===== src/verilog/odm_pkg.sv =====
package odm_pkg;
  // byte offsets of the diagnostic space (bus byte address == 4 * byte index)
  localparam logic [7:0] OFF_THR_BASE = 8'h00; // 40 threshold bytes 0..39
  localparam logic [7:0] OFF_BIAS_LW_LO = 8'h17;
  localparam logic [7:0] OFF_TXP_HA_HI = 8'h18;
  localparam logic [7:0] OFF_TXP_HA_LO = 8'h19;
  localparam logic [7:0] OFF_CAL_FIRST = 8'h38;
  localparam logic [7:0] OFF_CAL_LAST = 8'h5e;
  localparam logic [7:0] OFF_CHECKSUM = 8'h5f;
  localparam logic [7:0] OFF_LIVE_BASE = 8'h60; // 96..105 live values
  localparam logic [7:0] OFF_LIVE_TXP_HI = 8'h66;
  localparam logic [7:0] OFF_LIVE_TXP_LO = 8'h67;
  localparam logic [7:0] OFF_CTRL_STATE = 8'h6e;
  localparam logic [7:0] OFF_ALARM_A = 8'h70;
  localparam logic [7:0] OFF_ALARM_B = 8'h71;
  localparam logic [7:0] OFF_WARN_A = 8'h74;
  localparam logic [7:0] OFF_WARN_B = 8'h75;
  localparam logic [7:0] OFF_SENSOR_LOAD = 8'h80;
  localparam int THR_BYTES = 40;
  // control byte fields
  localparam int CS_HW_OFF_BIT = 7;
  localparam int CS_SW_OFF_BIT = 6;
  localparam int CS_FAULT_BIT = 2;
  localparam int CS_LOSS_BIT = 1;
  localparam int CS_NOT_READY_BIT = 0;
  localparam logic [7:0] CAL_DEFAULT = 8'h00; // default constant bytes
  localparam logic [7:0] CHECKSUM_DEFAULT = 8'h00; // arbitrary, set at ship
  // soft command response time
  localparam int CLK_MHZ = 125;
  localparam int SOFT_RESP_MS = 100;
  localparam int SOFT_RESP_CYC = SOFT_RESP_MS * 1000 * CLK_MHZ;
  // units: temp 1/256 C signed, vcc 100 uV, bias 2 uA, power 0.1 uW
  typedef struct packed {
    logic signed [15:0] temp;
    logic [15:0] vcc;
    logic [15:0] bias;
    logic [15:0] txp;
    logic [15:0] rxp;
  } odm_meas_s;
  typedef struct packed {
    logic awready;
    logic wready;
    logic bvalid;
    logic arready;
    logic rvalid;
    logic [31:0] rdata;
    logic [1:0] rresp;
    logic [1:0] bresp;
  } odm_axi_out_s;
endpackage


===== src/verilog/odm_diag_map.sv =====
// Added by the designer: register access over AXI4-Lite.
`timescale 1ns/1ps
// Overview of operation
// - temperature: signed 16-bit, 1/256 C steps
// - supply: unsigned 16-bit, 100 uV steps
// - bias: unsigned 16-bit, 2 uA steps
// - transmit power: unsigned, 0.1 uW steps
// - receive power: unsigned, 0.1 uW steps
// - live transmit power at bytes 102/103
// - threshold bytes 23, 24, 25 held
// - calibration bytes 56..94 fixed defaults
// - fixed CHECKSUM_DEFAULT at 95, not a sum of bytes 0..94
// - bit 7 shows hardware transmit-off input
// - bit 6 is writable software transmit-off
// - transmitter off when either is set
// - bit 2 shows transmitter fault
// - bit 1 shows receive signal loss
// - bit 0 low once data ready
// - soft commands act within 100 ms
// - byte 112 holds eight alarm flags
// - byte 113 holds receive power alarms
// - byte 116 warnings in alarm order
// - byte 117 holds receive power warnings
// - flags set beyond low/high threshold
// - space answers at diagnostic address
// - live values high byte first, 96..105
module odm_diag_map import odm_pkg::*; #(
  parameter int SOFT_RESP_CYCLES = SOFT_RESP_CYC
) (
  // clock and reset
  input wire logic clk,
  input wire logic reset,
  // axi4-lite slave
  input wire logic [31:0] s_awaddr,
  input wire logic s_awvalid,
  output logic s_awready,
  input wire logic [31:0] s_wdata,
  input wire logic [3:0] s_wstrb,
  input wire logic s_wvalid,
  output logic s_wready,
  output logic [1:0] s_bresp,
  output logic s_bvalid,
  input wire logic s_bready,
  input wire logic [31:0] s_araddr,
  input wire logic s_arvalid,
  output logic s_arready,
  output logic [31:0] s_rdata,
  output logic [1:0] s_rresp,
  output logic s_rvalid,
  input wire logic s_rready,
  // measurement source, same clock
  input wire odm_meas_s meas_in,
  input wire logic meas_strobe,
  // module pins, asynchronous
  input wire logic tx_off_pin,
  input wire logic tx_fault_pin,
  input wire logic receive_signal_loss_output_pin,
  // transmitter control
  output logic tx_disable
);
  typedef struct packed {
    logic [2:0] hw_sync;
    logic [2:0] flt_sync;
    logic [2:0] los_sync;
    logic hw_off;
    logic fault;
    logic loss;
    logic sw_off;
    logic tx_dis;
    logic ready;
    odm_meas_s meas;
    logic [THR_BYTES*8-1:0] thr;
    logic [7:0] alarm_a;
    logic [1:0] alarm_b;
    logic [7:0] warn_a;
    logic [1:0] warn_b;
    logic aw_got;
    logic [7:0] aw_addr;
    logic w_got;
    logic [7:0] w_data;
    logic w_strb0;
    odm_axi_out_s axi;
  } odm_state_s;

  odm_state_s state_reg;
  odm_state_s state_next;

  // threshold pair fetch, big endian at byte i
  function automatic logic [15:0] thr16(input logic [THR_BYTES*8-1:0] t, input int i);
    thr16 = {t[(THR_BYTES-1-i)*8 +: 8], t[(THR_BYTES-2-i)*8 +: 8]};
  endfunction

  // read decode of one byte of the space
  function automatic logic [7:0] rd_byte(input odm_state_s s, input logic [7:0] a);
    logic [79:0] live;
    live = {s.meas.temp, s.meas.vcc, s.meas.bias, s.meas.txp, s.meas.rxp};
    rd_byte = 8'h00;
    if (a < THR_BYTES[7:0])
      rd_byte = s.thr[(THR_BYTES-1-int'(a))*8 +: 8];
    else if (a >= OFF_CAL_FIRST && a <= OFF_CAL_LAST)
      rd_byte = CAL_DEFAULT;
    else if (a == OFF_CHECKSUM)
      rd_byte = CHECKSUM_DEFAULT;
    else if (a >= OFF_LIVE_BASE && a < OFF_LIVE_BASE + 8'h0a)
      rd_byte = live[(9-int'(a-OFF_LIVE_BASE))*8 +: 8];
    else if (a == OFF_CTRL_STATE)
      rd_byte = {s.hw_off, s.sw_off, 3'b000, s.fault, s.loss, ~s.ready};
    else if (a == OFF_ALARM_A)
      rd_byte = s.alarm_a;
    else if (a == OFF_ALARM_B)
      rd_byte = {s.alarm_b, 6'h00};
    else if (a == OFF_WARN_A)
      rd_byte = s.warn_a;
    else if (a == OFF_WARN_B)
      rd_byte = {s.warn_b, 6'h00};
  endfunction

  // high/low compare pair; temperature compares signed
  function automatic logic [1:0] cmp(input logic [15:0] v, input logic [15:0] hi,
                                     input logic [15:0] lo, input logic sgn);
    if (sgn)
      cmp = {$signed(v) > $signed(hi), $signed(v) < $signed(lo)};
    else
      cmp = {v > hi, v < lo};
  endfunction

  // next-state logic
  always_comb begin
    logic [15:0] q [5];
    logic [7:0] a;
    q = '{default: 16'h0000};
    a = 8'h00;
    state_next = state_reg;
    // pin synchronisers, change accepted when stages 2 and 3 agree
    state_next.hw_sync = {state_reg.hw_sync[1:0], tx_off_pin};
    state_next.flt_sync = {state_reg.flt_sync[1:0], tx_fault_pin};
    state_next.los_sync = {state_reg.los_sync[1:0], receive_signal_loss_output_pin};
    if (state_reg.hw_sync[1] == state_reg.hw_sync[2])
      state_next.hw_off = state_reg.hw_sync[2];
    if (state_reg.flt_sync[1] == state_reg.flt_sync[2])
      state_next.fault = state_reg.flt_sync[2];
    if (state_reg.los_sync[1] == state_reg.los_sync[2])
      state_next.loss = state_reg.los_sync[2];
    // disable follows in one cycle, far inside the response time
    state_next.tx_dis = state_reg.sw_off | state_reg.hw_off;
    // new measurement: store and recompute all flags
    if (meas_strobe) begin
      state_next.meas = meas_in;
      state_next.ready = 1'b1;
      q[0] = meas_in.temp;
      q[1] = meas_in.vcc;
      q[2] = meas_in.bias;
      q[3] = meas_in.txp;
      q[4] = meas_in.rxp;
      for (int i = 0; i < 4; i++) begin
        state_next.alarm_a[7-2*i -: 2] = cmp(q[i], thr16(state_reg.thr, 8*i),
                                             thr16(state_reg.thr, 8*i+2), i == 0);
        state_next.warn_a[7-2*i -: 2] = cmp(q[i], thr16(state_reg.thr, 8*i+4),
                                            thr16(state_reg.thr, 8*i+6), i == 0);
      end
      state_next.alarm_b = cmp(q[4], thr16(state_reg.thr, 32), thr16(state_reg.thr, 34),
                               1'b0);
      state_next.warn_b = cmp(q[4], thr16(state_reg.thr, 36), thr16(state_reg.thr, 38),
                              1'b0);
    end
    // write address and data, either order
    if (s_awvalid && state_reg.axi.awready) begin
      state_next.aw_got = 1'b1;
      state_next.aw_addr = s_awaddr[9:2];
      state_next.axi.awready = 1'b0;
    end
    if (s_wvalid && state_reg.axi.wready) begin
      state_next.w_got = 1'b1;
      state_next.w_data = s_wdata[7:0];
      state_next.w_strb0 = s_wstrb[0];
      state_next.axi.wready = 1'b0;
    end
    // write commit; threshold and control bytes are host writable
    if (state_reg.aw_got && state_reg.w_got && !state_reg.axi.bvalid) begin
      a = state_reg.aw_addr;
      state_next.axi.bvalid = 1'b1;
      state_next.axi.bresp = 2'b00;
      state_next.aw_got = 1'b0;
      state_next.w_got = 1'b0;
      if (a < THR_BYTES[7:0]) begin
        if (state_reg.w_strb0)
          state_next.thr[(THR_BYTES-1-int'(a))*8 +: 8] = state_reg.w_data;
      end else if (a == OFF_CTRL_STATE) begin
        if (state_reg.w_strb0)
          state_next.sw_off = state_reg.w_data[CS_SW_OFF_BIT];
      end else if (a > OFF_WARN_B) begin
        state_next.axi.bresp = 2'b10;
      end
    end
    if (state_reg.axi.bvalid && s_bready) begin
      state_next.axi.bvalid = 1'b0;
      state_next.axi.awready = 1'b1;
      state_next.axi.wready = 1'b1;
    end
    // read channel, one cycle answer
    if (s_arvalid && state_reg.axi.arready) begin
      state_next.axi.arready = 1'b0;
      state_next.axi.rvalid = 1'b1;
      state_next.axi.rdata = {24'h000000, rd_byte(state_reg, s_araddr[9:2])};
      state_next.axi.rresp = (s_araddr[9:2] > OFF_WARN_B) ? 2'b10 : 2'b00;
    end
    if (state_reg.axi.rvalid && s_rready) begin
      state_next.axi.rvalid = 1'b0;
      state_next.axi.arready = 1'b1;
    end
  end

  // state register
  always_ff @(posedge clk or posedge reset) begin
    if (reset) begin
      state_reg <= '0;
      state_reg.axi.awready <= 1'b1;
      state_reg.axi.wready <= 1'b1;
      state_reg.axi.arready <= 1'b1;
    end else begin
      state_reg <= state_next;
    end
  end

  // outputs straight from state flops
  assign s_awready = state_reg.axi.awready;
  assign s_wready = state_reg.axi.wready;
  assign s_bvalid = state_reg.axi.bvalid;
  assign s_bresp = state_reg.axi.bresp;
  assign s_arready = state_reg.axi.arready;
  assign s_rvalid = state_reg.axi.rvalid;
  assign s_rdata = state_reg.axi.rdata;
  assign s_rresp = state_reg.axi.rresp;
  assign tx_disable = state_reg.tx_dis;
endmodule // odm_diag_map


===== config.mk =====
export PLATFORM = sky130hd
export DESIGN_NAME = odm_diag_map
export DESIGN_NICKNAME = d
export VERILOG_FILES = /design/src/verilog/odm_pkg.sv /design/src/verilog/odm_diag_map.sv
export SDC_FILE = /design/constraint.sdc
export NUM_CORES = 2
export LEC_CHECK = 0
export BUFFER_PORTS_ARGS = -buffer_cell sky130_fd_sc_hd__buf_4
export CAP_MARGIN = 20
export CORE_MARGIN = 1
export CORE_UTILIZATION = 54
export DETAILED_ROUTE_END_ITERATION = 12
export PLACE_DENSITY_LB_ADDON = 0.15
export RECOVER_POWER = 50
export SYNTH_ARGS = -nofsm -noshare
export SYNTH_HDL_FRONTEND = slang
export SYNTH_SLANG_ARGS = --single-unit
export TNS_END_PERCENT = 1

===== constraint.sdc =====
create_clock -name clk -period 23.8 [get_ports clk]
set_clock_uncertainty 0.15 [all_clocks]
set_input_delay 0 -clock clk [delete_from_list [all_inputs] [get_ports clk]]
set_output_delay 0 -clock clk [all_outputs]
set_load 0.05 [all_outputs]

# Word level (Yosys, flattened, before mapping)
# Cells that the tools add are included.
# totals
inputBits	191
wordCells	124
reg_bits	471
# op_classes
n_lt_le_gt_ge	28
reduce_logical	18
mux	24
shifts	4
addsub	5
bitwise	3
n_eq_ne	10
# ops
cell	n
320-bit bitwise mux	1
8-bit by 33-bit variable shift with 320-bit output (first input constant)	1
320-bit by 12-bit variable part select with 8-bit output	1
8-bit by 33-bit variable part select with 320-bit output	1
16-bit > comparator	10
16-bit < comparator	10
80-bit by 13-bit variable part select with 8-bit output	1
8-bit two-way mux	9
8-bit by 7-bit equality test with 1-bit output (second input constant)	7
36-bit two-way mux	1
12-bit negation with 33-bit output	1
6-bit by 8-bit subtractor with 9-bit output (first input constant)	2
8-bit by 7-bit > comparator with 1-bit output (second input constant)	2
8-bit by 6-bit < comparator with 1-bit output (second input constant)	2
2-bit nonzero test	6
10-bit two-way mux	1
2-bit two-way mux	5
5-bit by 9-bit subtractor with 10-bit output (first input constant)	1
1-bit logical AND	9
9-bit two-way mux	1
8-bit by 7-bit subtractor with 9-bit output (second input constant)	1
8-bit by 6-bit greater-or-equal comparator with 1-bit output (second input constant)	1
8-bit by 7-bit greater-or-equal comparator with 1-bit output (second input constant)	1
8-bit by 7-bit <= comparator with 1-bit output (second input constant)	1
other kinds (9)	16

# Depth between registers and ports, before layout
# depth
depth_word	12
mapped_depth	16
depth_no_buf	12

# Worst setup path before layout
# No wires, ideal clock.
# synth_timing
path_kind	register -> register
from	register state_reg[55] in the netlist's numbering
to	register state_reg[128] in the netlist's numbering
period_less_slack_ns	4.602
path_stages_with_launch	16
t_arrival_ns	4.328
n_path_buf	3
path_slack_ns	19.198
required_ns	23.525
cell_sequence	dfrtp_1 buf_2 inv_1 ha_1 clkbuf_2 xor2_1 nor3_1 clkbuf_1 o21ai_0 ha_1 nor4b_1 nand3_1 nor3_4 nand4_4 nor3_4 mux2_2
# synth_via
elab_chain_cells	4
# synth_rtl
item	line	source
from (decl)	odm_diag_map.sv:85	odm_state_s state_reg;
from (signal assigned)	odm_diag_map.sv:221	state_reg <= state_next;
6-bit by 8-bit subtractor with 9-bit output	odm_diag_map.sv:187	state_next.thr[(THR_BYTES-1-int'(a))*8 +: 8] = state_reg.w_data;
12-bit negation with 33-bit output	odm_diag_map.sv:187	
8-bit by 33-bit variable part select with 320-bit output or 8-bit by 33-bit variable shift with 320-bit output (tied branches)	odm_diag_map.sv:187	
320-bit bitwise mux	odm_diag_map.sv:187	
# Parallel ways exist; a longest one is shown, timed or not.
# A chain may end at the register's enable or synchronous reset.

==> run_results.csv <==
group,metric,value,unit
finish,nNetsFinal,3728,
yosys,ys_seq_area_frac,0.387,
routing,drcViolationCount,0,
sta,rsz0062_at_grt,"false",
sta,relSlewSlack,-3.01,
yosys,yosysTopAreaCellShare,0.385,
worst_setup_path,crit_fanout,125,
finish,nFillCells,4526,
sta,fmax,0.132,GHz
worst_setup_path,crit_required,23.40,ns
finish,stdcell_area,35400,um^2
clock_tree,cts_tree,"yes",
yosys,synth_seq_cells,469,
yosys,synthDistinctLibCells,79,
clock_tree,cts.sinks,469,
floorplan,die_height,239,um
placed_design,gp_congestion,0.968,
outcome,violations,"capacitance limit, slew limit",
finish,drive_gt1_frac,0.174,
floorplan,core,55300,um^2
floorplan,dieArea,57100,um^2
global_routing,grt_max_degree,126,
global_routing,grt_use_total,0.378,
clock_tree,path_clk_slew,0.06,ns
sta,hold_viol,0,
outcome,status,"finished with violations",
finish,largest_reg_flops,447,
power,leakagePower,14.9,nW
global_routing,grt_overflow,0,
floorplan,start_util,0.548,
sta,finalMaxSlewViolations,538,
clock_tree,root_buffer,"clkbuf_16",
placed_design,io_buffers,131,
yosys,yosys_most_used_dff,"dfrtp_1",
sta,tightestPinTransition,5.99,ns
yosys,syn_area,30300,um^2
clock_tree,cts_setup_buffers,0,
global_routing,grt_pass1_vias,24900,
finish,antenna_cells,0,
worst_setup_path,crit_path_start_kind,"input port",
routing,ant_nets,0,
flow_run,cap_violations,9,
yosys,synth_largest_area_cell,"dfrtp_1",
power,powerDensity,75.5,nW/um^2
global_routing,grt_pass1_wl,158,mm
yosys,synth_edf_count,0,
routing,vias,25300,
power,vdd_ir_drop_max,0.0868,mV
worst_setup_path,endpoint_kind,"async pin",
routing,viasPerCell,6.33,
yosys,post-synth-top-count-cell,"dfrtp_1",
finish,syn2layout_area_growth,16.7,%
worst_hold_path,hold_class,"input port to flop",
routing,wirelength,107,mm
clock_tree,clock_latency,0.63,ns
floorplan,rows,86,
yosys,synth-warning-count,0,
worst_setup_path,arrival,7.20,ns
yosys,synthTopCellsByCount,"dfrtp_1 (466), inv_1 (338), ha_1 (325), nand2_1 (297), o21ai_0 (233)",
yosys,syn_inst,2963,
routing,drtIter0Drc,2742,
floorplan,ios,233,
clock_tree,cts_buffers,54,
yosys,async_flop_share,1.00,
sta,tns,0,ns
placed_design,dp_hpwl,77.0,mm
sta,setup_viol,0,
placed_design,placed_area,31800,um^2
sta,fin_crit,7.60,ns
clock_tree,h-tree-depth,2,
yosys,synth_area_per_cell,10.2,um^2
global_routing,antenna_found_initial,8,
yosys,ys_top_cells_by_area,"dfrtp_1 (38%), ha_1 (13%), mux2_2 (7.5%)",
floorplan,die_w,239,um
clock_tree,clock_path_buffers,3,
routing,dr.pass1.iters,6,
sta,fin_crit_sh,0.319,
worst_setup_path,crit_type,"input port to async pin",
routing,routedWlPerCell,26.7,um
[what timing repair did]
item,in CTS,in global routing
hold endpoints to repair,256,0
gates resized for setup,0,0
hold buffers,170,0
[worst max-delay path, stage by stage]
cell	delay [ns]
dlygate4sd3_1	0.53
clkbuf_4	0.13
clkinvlp_2	3.30
clkbuf_1	3.09
[cell families (layout without fill, tap and decap cells)]
group / after synthesis / in the layout / share of synthesized area
mux: 403 / 403 / 0.180
buf+inv: 502 / 771 / 0.0674
compound gates: 540 / 540 / 0.109
simple gates: 706 / 706 / 0.117
flops: 469 / 469 / 0.387
fa+ha+maj: 328 / 328 / 0.135
xor+xnor: 14 / 14 / 0.00405
other cells: 1 / 26 / 0.000124
[where the power goes]
part | leakage (nW) | internal (mW) | switching, mW
combinational | 7.68 | 0.216 | 0.608
sequential | 6.23 | 0.842 | 0.0789
clock | 0.977 | 0.563 | 0.362
[layer usage]
metal,vias up,GRT usage,wire (um)
met5,-,0,33
li1,11100,-,-
met1,12600,0.522,43800
met3,289,0.0694,10100
met4,4,0.192,5910
met2,1359,0.570,47000
[cell type report]
| type | instances | area [um^2] | area share |
|---|---|---|---|
| multi-input cells | 2017 | 16700 | 0.471 |
| clock buffers | 71 | 1580 | 0.0446 |
| clock inverters | 30 | 387 | 0.0109 |
| well taps | 748 | 936 | 0.0265 |
| repair buffers | 328 | 2800 | 0.0791 |
| flip-flops and latches | 469 | 11700 | 0.332 |
| inverters | 342 | 1280 | 0.0363 |
[final timing paths]
| path | start | to | slack (ns) | cells past startpoint |
|---|---|---|---|---|
| min in group asynchronous | reset | state_reg[73] | 1.69 | 3 |
| min | meas_in[0] | state_reg[400] | 0.03 | 3 |
| min reg2reg | state_next[493] | state_next[494] | 0.20 | 0 |
| max reg2reg | state_reg[54] | state_reg[240] | 17.31 | 12 |
| max | reset | state_reg[482] | 16.20 | 4 |
| max in group clk | state_reg[54] | state_reg[240] | 17.31 | 12 |
[cell usage in the layout, fill, tap and decap left out, types with 93 or more instances in the layout]
cell type	Yosys	layout
mux2_2	202	202
inv_1	338	337
dlygate4sd3_1	0	170
dfrtp_1	466	466
o21ai_0	233	233
mux4_2	93	93
ha_1	325	325
mux2i_1	108	108
buf_4	36	127
nand2_1	297	297
[metrics by stage]
stage	hold slack (ns)	cells	total power, mW	setup slack (ns)	utilization
2_1_floorplan	-0.119	2988	1.38	10.57	-
3_3_place_gp	-0.0398	3732	1.69	17.80	0.575
3_5_place_dp	-0.0393	3732	1.71	17.63	0.575
4_1_cts	0.00710	4003	2.65	17.58	0.641
5_1_grt	0.0456	4005	2.74	14.78	0.640
6_report	0.0331	4005	2.67	16.20	0.640
Power figures use the tool's default switching activity.
